==> config.mk <==
export PLATFORM = sky130hd
export DESIGN_NAME = ppm_port
export DESIGN_NICKNAME = d
export VERILOG_FILES = /design/src/ppm_pkg.sv /design/src/ppm_port.sv /design/src/ppm_sync.sv /design/src/ppm_hs.sv
export VERILOG_INCLUDE_DIRS = /design/src
export SDC_FILE = /design/constraint.sdc
export NUM_CORES = 1
export LEC_CHECK = 0
export BUFFER_PORTS_ARGS = -buffer_cell sky130_fd_sc_hd__buf_2
export CORE_MARGIN = 5
export CORE_UTILIZATION = 35
export CTS_BUF_LIST = sky130_fd_sc_hd__clkbuf_8 sky130_fd_sc_hd__clkbuf_16
export DETAILED_ROUTE_END_ITERATION = 10
export PLACE_DENSITY = 0.53
export SLEW_MARGIN = 10
export SYNTH_ARGS = -nofsm -noshare
export SYNTH_HDL_FRONTEND = slang
export SYNTH_SLANG_ARGS = --single-unit
==> constraint.sdc <==
create_clock -name i_clk_sys -period 3.55 [get_ports i_clk_sys]
set_input_delay 0.1775 -clock i_clk_sys [delete_from_list [all_inputs] [get_ports i_clk_sys]]
set_output_delay 0.1775 -clock i_clk_sys [all_outputs]
set_load 0.005 [all_outputs]
==> src/ppm_defines.svh <==
`ifndef PPM_DEFINES_SVH
`define PPM_DEFINES_SVH

// ********************************************************************
// Register offsets.
// ********************************************************************
`define PPM_OFF_A        2'h0
`define PPM_OFF_B        2'h1
`define PPM_OFF_C        2'h2
`define PPM_OFF_CTRL     2'h3

// ********************************************************************
// Control word fields.
// ********************************************************************
`define PPM_CW_DEFINE    7
`define PPM_CW_MODE_A_HI 6
`define PPM_CW_MODE_A_LO 5
`define PPM_CW_DIR_A     4
`define PPM_CW_DIR_CU    3
`define PPM_CW_MODE_B    2
`define PPM_CW_DIR_B     1
`define PPM_CW_DIR_CL    0
`define PPM_BSR_SEL_HI   3
`define PPM_BSR_SEL_LO   1
`define PPM_BSR_VAL      0

// ********************************************************************
// Reset values.
// ********************************************************************
`define PPM_CTRL_RST     8'h9b
`define PPM_LATCH_RST    8'h00
`define PPM_RD_NONE      8'h00

// ********************************************************************
// Port C handshake line positions.
// ********************************************************************
`define PPM_PC_STB_B     2
`define PPM_PC_STB_A     4
`define PPM_PC_ACK_A     6

// ********************************************************************
// Port C ownership masks: any handshake use, driven by us, sensed by us.
// ********************************************************************
`define PPM_MB_ANY       8'h07
`define PPM_MB_DRV       8'h03
`define PPM_MB_IN        8'h04
`define PPM_MA1I_ANY     8'h38
`define PPM_MA1I_DRV     8'h28
`define PPM_MA1I_IN      8'h10
`define PPM_MA1O_ANY     8'hc8
`define PPM_MA1O_DRV     8'h88
`define PPM_MA1O_IN      8'h40
`define PPM_MA2_ANY      8'hf8
`define PPM_MA2_DRV      8'ha8
`define PPM_MA2_IN       8'h50

`endif

==> src/ppm_pkg.sv <==
package ppm_pkg;
	typedef logic [7:0] ppm_byte_t;
	typedef logic [1:0] ppm_addr_t;
	typedef enum logic [1:0] {
		PPM_MODE_BASIC   = 2'h0,
		PPM_MODE_STROBED = 2'h1,
		PPM_MODE_BIDIR   = 2'h3
	} ppm_mode_t;
endpackage : ppm_pkg

==> src/ppm_port.sv <==
// What this block does
// Basic mode moves data between registers and pins directly, no handshake.
// Basic mode has ports A, B and two separately directed port C nibbles.
// Basic mode latches written outputs; input reads return live pin levels.
// A control word with bit 7 set is a mode definition.
// Basic mode direction bits: 4 port A, 3 C upper, 1 B, 0 C lower.
// Strobed mode forms two groups, each a data port plus a C nibble.
// Strobed data ports go either way and are latched both ways.
// Strobed mode raises a per-group interrupt that software can enable.
// Bidirectional mode exists only for group A.
// Bidirectional port A uses five port C bits, latches, interrupts.
// Any port C bit can be set or cleared by one control write.
// In handshake modes the bit set/reset sets those ports' interrupt enables.
// Offsets: 0 port A, 1 port B, 2 port C, 3 control word.
// Control write with bit 7 clear: bits 3..1 pick the bit, bit 0 value.
// Reset makes all ports inputs; mode writes clear every output latch.
`include "ppm_defines.svh"
`timescale 1ns/1ps
module ppm_port (
	// Clock and reset.
	input  wire logic               i_clk_sys,
	input  wire logic               i_rst_n,
	// Host register access.
	input  wire logic               i_rd,
	input  wire logic               i_wr,
	input  wire ppm_pkg::ppm_addr_t i_addr,
	input  wire ppm_pkg::ppm_byte_t i_wdata,
	output ppm_pkg::ppm_byte_t      o_rdata,
	output logic                    o_rvalid,
	// Port A pins.
	input  wire ppm_pkg::ppm_byte_t i_pa,
	output ppm_pkg::ppm_byte_t      o_pa,
	output ppm_pkg::ppm_byte_t      o_pa_oe,
	// Port B pins.
	input  wire ppm_pkg::ppm_byte_t i_pb,
	output ppm_pkg::ppm_byte_t      o_pb,
	output ppm_pkg::ppm_byte_t      o_pb_oe,
	// Port C pins.
	input  wire ppm_pkg::ppm_byte_t i_pc,
	output ppm_pkg::ppm_byte_t      o_pc,
	output ppm_pkg::ppm_byte_t      o_pc_oe,
	// Group interrupt requests.
	output logic                    o_irq_a,
	output logic                    o_irq_b
);
	import ppm_pkg::*;

	// ****************************************************************
	// Decoding.
	// ****************************************************************
	function automatic ppm_mode_t mode_a_of(input ppm_byte_t cw);
		if (cw[`PPM_CW_MODE_A_HI])
			return PPM_MODE_BIDIR;
		else if (cw[`PPM_CW_MODE_A_LO])
			return PPM_MODE_STROBED;
		else
			return PPM_MODE_BASIC;
	endfunction : mode_a_of

	function automatic logic hit(input logic stb, input ppm_addr_t a, input ppm_addr_t off);
		return stb && (a == off);
	endfunction : hit

	ppm_byte_t ctrl_ff;
	ppm_byte_t pa_ff;
	ppm_byte_t pb_ff;
	ppm_byte_t pc_ff;
	ppm_byte_t nxt_rdata;
	ppm_byte_t pa_sync;
	ppm_byte_t pb_sync;
	ppm_byte_t pc_sync;
	ppm_byte_t in_a;
	ppm_byte_t in_b;
	ppm_byte_t hs_any;
	ppm_byte_t hs_drv;
	ppm_byte_t hs_in;
	ppm_byte_t hs_val;
	ppm_byte_t io_in;
	ppm_mode_t mode_a;
	logic      b_strobed;
	logic      a_in;
	logic      b_in;
	logic      wr_def;
	logic      wr_bsr;
	logic      a_in_en;
	logic      a_out_en;
	logic      ibf_a;
	logic      obf_n_a;
	logic      intr_a;
	logic      ibf_b;
	logic      obf_n_b;
	logic      intr_b;

	assign mode_a    = mode_a_of(ctrl_ff);
	assign b_strobed = ctrl_ff[`PPM_CW_MODE_B];
	assign a_in      = ctrl_ff[`PPM_CW_DIR_A];
	assign b_in      = ctrl_ff[`PPM_CW_DIR_B];
	assign wr_def    = hit(i_wr, i_addr, `PPM_OFF_CTRL) && i_wdata[`PPM_CW_DEFINE];
	assign wr_bsr    = hit(i_wr, i_addr, `PPM_OFF_CTRL) && !i_wdata[`PPM_CW_DEFINE];
	assign a_in_en   = (mode_a == PPM_MODE_BIDIR) || (mode_a == PPM_MODE_STROBED && a_in);
	assign a_out_en  = (mode_a == PPM_MODE_BIDIR) || (mode_a == PPM_MODE_STROBED && !a_in);
	assign io_in     = {{4{ctrl_ff[`PPM_CW_DIR_CU]}}, {4{ctrl_ff[`PPM_CW_DIR_CL]}}};

	// ****************************************************************
	// Pin synchronisers.
	// ****************************************************************
	ppm_sync u_sync (
		.i_clk_sys (i_clk_sys),
		.i_rst_n   (i_rst_n),
		.i_async   ({i_pa, i_pb, i_pc}),
		.o_sync    ({pa_sync, pb_sync, pc_sync})
	);

	// ****************************************************************
	// Handshake groups.
	// ****************************************************************
	// The interrupt enables live in the port C latch, so the bit set/reset reaches them.
	ppm_hs u_hs_a (
		.i_clk_sys  (i_clk_sys),
		.i_rst_n    (i_rst_n),
		.i_init     (wr_def),
		.i_in_en    (a_in_en),
		.i_out_en   (a_out_en),
		.i_inte_in  (pc_ff[`PPM_PC_STB_A]),
		.i_inte_out (pc_ff[`PPM_PC_ACK_A]),
		.i_stb_n    (pc_sync[`PPM_PC_STB_A]),
		.i_ack_n    (pc_sync[`PPM_PC_ACK_A]),
		.i_pins     (pa_sync),
		.i_rd       (hit(i_rd, i_addr, `PPM_OFF_A)),
		.i_wr       (hit(i_wr, i_addr, `PPM_OFF_A)),
		.o_in_data  (in_a),
		.o_ibf      (ibf_a),
		.o_obf_n    (obf_n_a),
		.o_intr     (intr_a)
	);

	ppm_hs u_hs_b (
		.i_clk_sys  (i_clk_sys),
		.i_rst_n    (i_rst_n),
		.i_init     (wr_def),
		.i_in_en    (b_strobed && b_in),
		.i_out_en   (b_strobed && !b_in),
		.i_inte_in  (pc_ff[`PPM_PC_STB_B]),
		.i_inte_out (pc_ff[`PPM_PC_STB_B]),
		.i_stb_n    (pc_sync[`PPM_PC_STB_B]),
		.i_ack_n    (pc_sync[`PPM_PC_STB_B]),
		.i_pins     (pb_sync),
		.i_rd       (hit(i_rd, i_addr, `PPM_OFF_B)),
		.i_wr       (hit(i_wr, i_addr, `PPM_OFF_B)),
		.o_in_data  (in_b),
		.o_ibf      (ibf_b),
		.o_obf_n    (obf_n_b),
		.o_intr     (intr_b)
	);

	// ****************************************************************
	// Port C ownership.
	// ****************************************************************
	always_comb begin
		hs_any = '0;
		hs_drv = '0;
		hs_in  = '0;
		case (mode_a)
			PPM_MODE_STROBED: begin
				hs_any = a_in ? `PPM_MA1I_ANY : `PPM_MA1O_ANY;
				hs_drv = a_in ? `PPM_MA1I_DRV : `PPM_MA1O_DRV;
				hs_in  = a_in ? `PPM_MA1I_IN : `PPM_MA1O_IN;
			end
			PPM_MODE_BIDIR: begin
				hs_any = `PPM_MA2_ANY;
				hs_drv = `PPM_MA2_DRV;
				hs_in  = `PPM_MA2_IN;
			end
			default: begin
				hs_any = '0;
			end
		endcase
		if (b_strobed) begin
			hs_any = hs_any | `PPM_MB_ANY;
			hs_drv = hs_drv | `PPM_MB_DRV;
			hs_in  = hs_in | `PPM_MB_IN;
		end
	end

	assign hs_val = {obf_n_a, 1'b0, ibf_a, 1'b0, intr_a, 1'b0, b_in ? ibf_b : obf_n_b, intr_b};

	// ****************************************************************
	// Register writes.
	// ****************************************************************
	// Every port starts as an input so nothing fights the far side at power-up.
	always_ff @(posedge i_clk_sys or negedge i_rst_n) begin
		if (!i_rst_n)
			ctrl_ff <= `PPM_CTRL_RST;
		else if (wr_def)
			ctrl_ff <= i_wdata;
	end

	always_ff @(posedge i_clk_sys or negedge i_rst_n) begin
		if (!i_rst_n) begin
			pa_ff <= `PPM_LATCH_RST;
			pb_ff <= `PPM_LATCH_RST;
		end else if (wr_def) begin
			pa_ff <= `PPM_LATCH_RST;
			pb_ff <= `PPM_LATCH_RST;
		end else begin
			if (hit(i_wr, i_addr, `PPM_OFF_A))
				pa_ff <= i_wdata;
			if (hit(i_wr, i_addr, `PPM_OFF_B))
				pb_ff <= i_wdata;
		end
	end

	always_ff @(posedge i_clk_sys or negedge i_rst_n) begin
		if (!i_rst_n)
			pc_ff <= `PPM_LATCH_RST;
		else if (wr_def)
			pc_ff <= `PPM_LATCH_RST;
		else if (wr_bsr)
			pc_ff[i_wdata[`PPM_BSR_SEL_HI:`PPM_BSR_SEL_LO]] <= i_wdata[`PPM_BSR_VAL];
		else if (hit(i_wr, i_addr, `PPM_OFF_C))
			pc_ff <= (pc_ff & hs_any) | (i_wdata & ~hs_any);
	end

	// ****************************************************************
	// Pin drive.
	// ****************************************************************
	assign o_pa = pa_ff;
	assign o_pb = pb_ff;
	assign o_pc = (pc_ff & ~hs_drv) | (hs_val & hs_drv);
	// The bidirectional port only drives while the far side acknowledges.
	assign o_pa_oe = (mode_a == PPM_MODE_BIDIR) ? {8{~pc_sync[`PPM_PC_ACK_A]}} : {8{~a_in}};
	assign o_pb_oe = {8{~b_in}};
	assign o_irq_a = intr_a;
	assign o_irq_b = intr_b;

	genvar gi;
	generate
		for (gi = 0; gi < 8; gi++) begin : g_pc_oe
			assign o_pc_oe[gi] = hs_drv[gi] | (~hs_any[gi] & ~io_in[gi]);
		end
	endgenerate

	// ****************************************************************
	// Register reads.
	// ****************************************************************
	always_comb begin
		nxt_rdata = `PPM_RD_NONE;
		case (i_addr)
			`PPM_OFF_A: nxt_rdata = a_in_en ? in_a : (a_in ? pa_sync : pa_ff);
			`PPM_OFF_B: nxt_rdata = (b_strobed && b_in) ? in_b : (b_in ? pb_sync : pb_ff);
			`PPM_OFF_C: nxt_rdata = (hs_in & pc_ff) | (hs_drv & hs_val)
				| (~hs_any & ((io_in & pc_sync) | (~io_in & pc_ff)));
			default:    nxt_rdata = `PPM_RD_NONE;
		endcase
	end

	always_ff @(posedge i_clk_sys or negedge i_rst_n) begin
		if (!i_rst_n) begin
			o_rdata  <= `PPM_RD_NONE;
			o_rvalid <= 1'b0;
		end else begin
			o_rvalid <= i_rd;
			if (i_rd)
				o_rdata <= nxt_rdata;
		end
	end
endmodule : ppm_port

==> src/ppm_sync.sv <==
`timescale 1ns/1ps
module ppm_sync (
	// Clock and reset.
	input  wire logic        i_clk_sys,
	input  wire logic        i_rst_n,
	// Pin levels in and out.
	input  wire logic [23:0] i_async,
	output logic      [23:0] o_sync
);
	import ppm_pkg::*;

	logic [23:0] meta_ff;

	always_ff @(posedge i_clk_sys or negedge i_rst_n) begin
		if (!i_rst_n) begin
			meta_ff <= '0;
			o_sync  <= '0;
		end else begin
			meta_ff <= i_async;
			o_sync  <= meta_ff;
		end
	end
endmodule : ppm_sync

==> src/ppm_hs.sv <==
`timescale 1ns/1ps
module ppm_hs (
	// Clock and reset.
	input  wire logic            i_clk_sys,
	input  wire logic            i_rst_n,
	// Configuration.
	input  wire logic            i_init,
	input  wire logic            i_in_en,
	input  wire logic            i_out_en,
	input  wire logic            i_inte_in,
	input  wire logic            i_inte_out,
	// Synchronised handshake pins and data.
	input  wire logic            i_stb_n,
	input  wire logic            i_ack_n,
	input  wire ppm_pkg::ppm_byte_t i_pins,
	// Host accesses to the data port.
	input  wire logic            i_rd,
	input  wire logic            i_wr,
	// Status and latched data.
	output ppm_pkg::ppm_byte_t   o_in_data,
	output logic                 o_ibf,
	output logic                 o_obf_n,
	output logic                 o_intr
);
	import ppm_pkg::*;

	logic stb_prev_ff;
	logic ack_prev_ff;
	logic nxt_ibf;
	logic nxt_obf_n;
	logic stb_fall;
	logic ack_fall;

	assign stb_fall = stb_prev_ff & ~i_stb_n;
	assign ack_fall = ack_prev_ff & ~i_ack_n;

	// A strobe that lands in the same cycle as the host read keeps the flag set.
	always_comb begin
		nxt_ibf   = o_ibf;
		nxt_obf_n = o_obf_n;
		if (i_init || !i_in_en)
			nxt_ibf = 1'b0;
		else if (stb_fall)
			nxt_ibf = 1'b1;
		else if (i_rd)
			nxt_ibf = 1'b0;
		if (i_init || !i_out_en)
			nxt_obf_n = 1'b1;
		else if (i_wr)
			nxt_obf_n = 1'b0;
		else if (ack_fall)
			nxt_obf_n = 1'b1;
	end

	always_ff @(posedge i_clk_sys or negedge i_rst_n) begin
		if (!i_rst_n) begin
			stb_prev_ff <= 1'b1;
			ack_prev_ff <= 1'b1;
			o_in_data   <= '0;
			o_ibf       <= 1'b0;
			o_obf_n     <= 1'b1;
			o_intr      <= 1'b0;
		end else begin
			stb_prev_ff <= i_stb_n;
			ack_prev_ff <= i_ack_n;
			if (i_in_en && stb_fall)
				o_in_data <= i_pins;
			o_ibf       <= nxt_ibf;
			o_obf_n     <= nxt_obf_n;
			o_intr      <= (i_in_en & nxt_ibf & i_stb_n & i_inte_in)
				| (i_out_en & nxt_obf_n & i_ack_n & i_inte_out);
		end
	end
endmodule : ppm_hs

== Word-level counts from Yosys, hierarchy flattened ==
Cells that the tools add are included.
Word-level totals
  bits of input ports: 38
  logic and storage cells: 162
  output and inout port bits: 59
  flip-flop bits (word level): 113
Operators by class
  reduce and logical (&&, ||, !) cells: 32
  $lt $le $gt $ge: 2
  equal/unequal tests: 5
  bitwise gates (word level): 64
  muxes and demuxes: 40
Operators by type and width (count)
  8-bit 2-to-1 mux: 14
  8-bit AND: 7
  8-bit OR: 5
  8-bit case mux with 2 select lines: 2
  8-bit NOT: 3
  8-bit case mux with 3 select lines: 1
  1-bit AND: 23
  1-bit logical AND: 15
  1-bit 2-to-1 mux: 15
  1-bit NOT: 15
  7-bit case mux with 2 select lines: 1
  1-bit OR: 10
  7-bit by 8-bit AND with 8-bit output: 1
  8-bit bitwise mux: 1
  1-bit logical NOT: 7
  7-bit 2-to-1 mux: 1
  2-bit == test (second input constant): 3
  1-bit logical OR: 6
  3-bit 2-to-1 mux: 2
  2-bit by 1-bit == test with 1-bit output (second input constant): 2
  3-bit by 4-bit less-than comparator with 1-bit output (second input constant): 1
  2-bit 2-to-1 mux: 2
  2-bit nonzero test: 2
  1-bit demux with 3-bit select: 1
  other kinds (3): 3

== Longest topological paths before layout ==
  depth in word-level cells: 12
  depth in mapped cells: 7
  mapped depth without buffers: 5

== Modules after synthesis ==
Synthesis repeated with hierarchy kept, for this count alone.
Second synthesis, totals
  cell total of the unflattened synthesis: 439
  area, all modules: 5131.2 um^2
By module, submodules not included
  ppm_port: times used 1, cells each 323, area an instance 2901.5 um^2, sequential area each 1006.0 um^2
  ppm_sync: times used 1, cells each 48, area an instance 1201.2 um^2, sequential area each 1201.2 um^2
  ppm_hs: times used 2, cells each 34, area an instance 514.2 um^2, sequential area each 329.1 um^2

== Worst setup path before layout ==
Ideal clock, no wire load.
  path type: reg2reg
  start: register ctrl_ff[4]
  end: register pc_ff[6]
  path slack: 1.993 ns
  cell stages (with the launch flop): 7
  data arrival time: 1.436 ns
  library setup time: 0.121 ns
  period minus slack after synthesis: 1.557 ns
  required time: 3.429 ns
  buffers on the path: 1
  cells stage by stage: dfstp_2 -> inv_1 -> a21oi_1 -> buf_2 -> mux2i_1 -> o22ai_1 -> a22o_1
Between the ends
  longest elaborated chain between the ends: 8
  elaborated cells between the ends (all ways): 9
  classes of those cells: mux: 5; bitwise: 4
Ends and longest elaborated chain
  start, declared: line ppm_port.sv:64  | ppm_byte_t ctrl_ff;
  start signal, assigned: line ppm_port.sv:193  | ctrl_ff <= `PPM_CTRL_RST;
  start signal, assigned: line ppm_port.sv:195  | ctrl_ff <= i_wdata;
  8-bit 2-to-1 mux (no line) (*)
  8-bit case mux with 2 select lines (*): line ppm_port.sv:163  | case (mode_a)
  8-bit NOT: line ppm_port.sv:221  | pc_ff <= (pc_ff & hs_any) | (i_wdata & ~hs_any);
  8-bit AND: line ppm_port.sv:221
  8-bit OR (*): line ppm_port.sv:221
  8-bit 2-to-1 mux (*): line ppm_port.sv:220  | else if (hit(i_wr, i_addr, `PPM_OFF_C))
  8-bit 2-to-1 mux (*): line ppm_port.sv:218  | else if (wr_bsr)
  8-bit 2-to-1 mux (*): line ppm_port.sv:216  | else if (wr_def)
  end signal, assigned: line ppm_port.sv:217  | pc_ff <= `PPM_LATCH_RST;
  end signal, assigned by index: line ppm_port.sv:219  | pc_ff[i_wdata[`PPM_BSR_SEL_HI:`PPM_BSR_SEL_LO]] <= i_wdata[`PPM_BSR_VAL];
  end signal, assigned: line ppm_port.sv:221
  end, declared: line ppm_port.sv:67  | ppm_byte_t pc_ff;
Every way passes the cells marked *; elsewhere a longest branch is shown, timed or not. The select of a mux whose other input is x is not followed.
A chain may end at the register's enable or synchronous reset.

== Final worst setup path ==
  start: register ctrl_ff[4]
  end: output o_pc[7]
Between the ends
  longest elaborated chain between the ends: 5
  elaborated cells between the ends (all ways): 6
  classes of those cells: mux: 2; bitwise: 4
Ends and longest elaborated chain
  8-bit 2-to-1 mux (no line) (*)
  8-bit case mux with 2 select lines (*): line ppm_port.sv:163
  8-bit NOT: line ppm_port.sv:229  | assign o_pc = (pc_ff & ~hs_drv) | (hs_val & hs_drv);
  8-bit AND: line ppm_port.sv:229
  8-bit OR (*): line ppm_port.sv:229
  end, declared: line ppm_port.sv:40  | output ppm_pkg::ppm_byte_t o_pc,
Every way passes the cells marked *; elsewhere a longest branch is shown, timed or not.

==> key figures <==
Clock tree
  – Clock latency on the worst-skew pair: 0.41 ns
  – CTS clk-pin slew, worst paths: 0.05 ns
  – CTS Sinks: 113
  – TritonCTS clock tree: done
  – # resized after CTS: 0
  – CTS root buf: clkbuf_16
  – Setup bufs post-CTS: 0
  – Clk buf depth: 2
  – CTS buffer count: 17
  – CTS H-Tree Depth: 4

Placement
  – Port buffer count: 96
  – Placed Cells: 681
  – Dpl hpwl: 9.34 mm
  – RD Place Congestion: 0.834
  – DP Area: 5350 um2

Yosys
  – EDFF count, synth: 0
  – Yosys top cell area share: 53.4%
  – Top cells by count, synth: 104 x dfrtp_1, 68 x nand2_1, 26 x a21oi_1, 23 x mux2i_1, 21 x buf_4
  – Syn_nets: 483
  – Seq cells post-synth: 113
  – Ys async rst share: 100%
  – Synth area leaders: dfrtp_1 53%, nand2_1 5.2%, dfstp_2 4.9%, mux2i_1 4.7%, mux2_2 4.6%
  – Mapped cell area: 4870 um2
  – Syn Area/Cell: 10.9 um2
  – Synth warnings: 0
  – Sequential fraction of the synthesis area: 58.3%
  – Post-Syn Instances: 445
  – Cell taking the most area after synthesis: dfrtp_1
  – Top FF cell, synth: dfrtp_1
  – Library cells used by synthesis: 49
  – Most instantiated library cell after synthesis: dfrtp_1

Timing
  – Setup TNS: 0 ns
  – Worst-margin pin slew: 1.18 ns
  – Hold Fails Final Rpt: 0
  – Worst Skew: 0.00491 ns
  – Tcrit/Tclk final: 75.2%
  – Setup Viol. Count Final: 0
  – RSZ-0062 raised after global routing: false
  – Slew Limit Fails: 0
  – Min Tclk post-route: 2.67 ns
  – Slew HR: 21.6%
  – Fmax achieved: 374 MHz

Worst setup path
  – Req. time, crit path: 3.37 ns
  – Startpoint types: flip-flop
  – Critical Path AT: 2.49 ns
  – Critical path origin: ctrl_ff[4]
  – CP Class: flip-flop to output port
  – CP Capture Type: output port
  – Reg-to-reg setup timing slack: 1.24 ns
  – CP Max Fanout: 13
  – Worst r2r src: ctrl_ff[6]

Detailed routing
  – Total number of vias: 3,767
  – DR WL/cell: 18.1 um
  – Routed Wire Length: 13.3 mm
  – DRC Markers: 0
  – Initial drt markers: 319
  – Post-route ant nets: 0
  – TritonRoute pass-1 iters: 5
  – Via/cell ratio: 5.10

Global route
  – GRT Util Overall: 17.1%
  – Global-route wire length before repair: 21.4 mm
  – Met3 Use GR: 5.13%
  – Number of global-route vias before repair: 3,820
  – Initial antenna violation count: 0
  – GR Util met2: 27.3%
  – Gr ovfl total: 0
  – Global route hottest layer: met2
  – Met1 GRT Util: 21.9%
  – Largest net degree at the start of global routing: 45

Cells and area
  – # diodes: 0
  – Finished Layout Cells: 738
  – Area Overhead vs Synth: 27.8%
  – Fin nets: 583
  – Post-route cell area: 6230 um2
  – Final core area utilization: 45.2%
  – Share of layout cells above drive strength 1: 30.3%
  – Filler cells: 1,356

Die
  – Initial core utilization: 35.4%
  – Core area: 13,800 um2
  – IO Pins: 97
  – # rows: 43
  – DIE AREA: 16,400 um2
  – Height of the die: 128 um
  – Die width: 128 um

Power
  – P per Cell Area: 673 nW/um2
  – Power, Total: 4.19 mW
  – Max VDD drop: 0.296 mV
  – Static Leak: 2.83 nW

Hold path
  – Tightest Hold Check Type: primary input to flip-flop
  – HP Start: i_wdata[4]

Job
  – MaxCap Viol Count: 0

Status
  – Status: complete, no violations
==> layout make-up <==
type                       instances  area (um2)  share of cell area [%]
tap                              180         225                    3.62
clock inverter                    12         158                    2.53
clock buffer                      20         467                    7.50
timing repair buffer             126         771                    12.4
inverter                          11        41.3                   0.663
multi-input combinational        276        1730                    27.7
sequential                       113        2840                    45.6
==> layout by cell type (no fill, tap or decap), drive strengths merged, types with 4 or more instances in the layout <==
master / count
a211oi: 5
nor3: 4
nand3: 18
dfrtp: 104
o22a: 5
mux2: 20
o21ai: 20
nand2: 69
dfstp: 9
inv: 11
a21oi: 27
nor2: 20
clkbuf: 20
buf: 101
dlygate4sd3: 25
o221ai: 5
mux2i: 23
a31oi: 5
clkinvlp: 6
o211ai: 12
nor2b: 8
==> critical path, cell delays in order (launching register included) <==
cell and delay, ns:
dfstp_2 0.71, inv_1 0.10, a21oi_1 0.73, mux2_2 0.41, buf_2 0.13
==> registers in the layout, indices dropped and copies added, names as in the netlist <==
register / cells
u_sync.meta_ff: 24
u_sync.o_sync: 24
o_pa: 8
o_pb: 8
o_rdata: 8
pc_ff: 8
u_hs_a.o_in_data: 8
u_hs_b.o_in_data: 8
ctrl_ff: 7
o_rvalid: 1
u_hs_a.ack_prev_ff: 1
u_hs_a.o_ibf: 1
u_hs_a.o_intr: 1
u_hs_a.o_obf_n: 1
u_hs_a.stb_prev_ff: 1
u_hs_b.o_ibf: 1
u_hs_b.o_intr: 1
u_hs_b.o_obf_n: 1
u_hs_b.stb_prev_ff: 1
==> per-layer routing <==
layer  part of all wire (%)  vias to the layer above
met5                      0                        -
met4                    1.9                        0
met1                     42                     1864
met2                     50                      124
li1                       -                     1754
met3                    6.3                       25
==> worst paths after layout <==
kind / cells after the start / to
worst max-delay path: 4 / o_pc[7]
worst min-delay path: 3 / ctrl_ff[4]
worst max register to register: 5 / u_hs_a.o_intr
worst min register to register: 0 / u_sync.o_sync[8]
max in group asynchronous: 3 / u_hs_b.stb_prev_ff
min in group asynchronous: 2 / u_sync.o_sync[5]
==> cell families after synthesis <==
group	share of synthesized area [%]
AND/OR/NAND/NOR	12.3
AO/OA/AOI/OAI	13.8
multiplexers	9.35
flip-flops	58.3
buffers and inverters	6.29
==> repair_timing <==
action / in CTS / in global routing
hold buffers: 25 / 0
endpoints found under the hold margin: 61 / 0
setup endpoints to repair: 0 / 0
==> per-stage QoR <==
stage | setup slack (ns) | hold WS [ns]
floorplan | 1.99 | -0.118
global placement | 1.35 | 0.203
detailed placement | 1.33 | 0.205
CTS | 0.844 | 0.0455
global route | 0.719 | 0.0716
finish | 0.879 | 0.0663
==> power breakdown <==
| part | internal [mW] | leakage [nW] | switching [mW] |
|---|---|---|---|
| Combinational | 0.369 | 1.19 | 0.374 |
| Clock | 1.16 | 0.286 | 0.604 |
| Sequential | 1.50 | 1.35 | 0.188 |
| Total | 3.03 | 2.83 | 1.17 |
(Power assumes the default switching activity.)
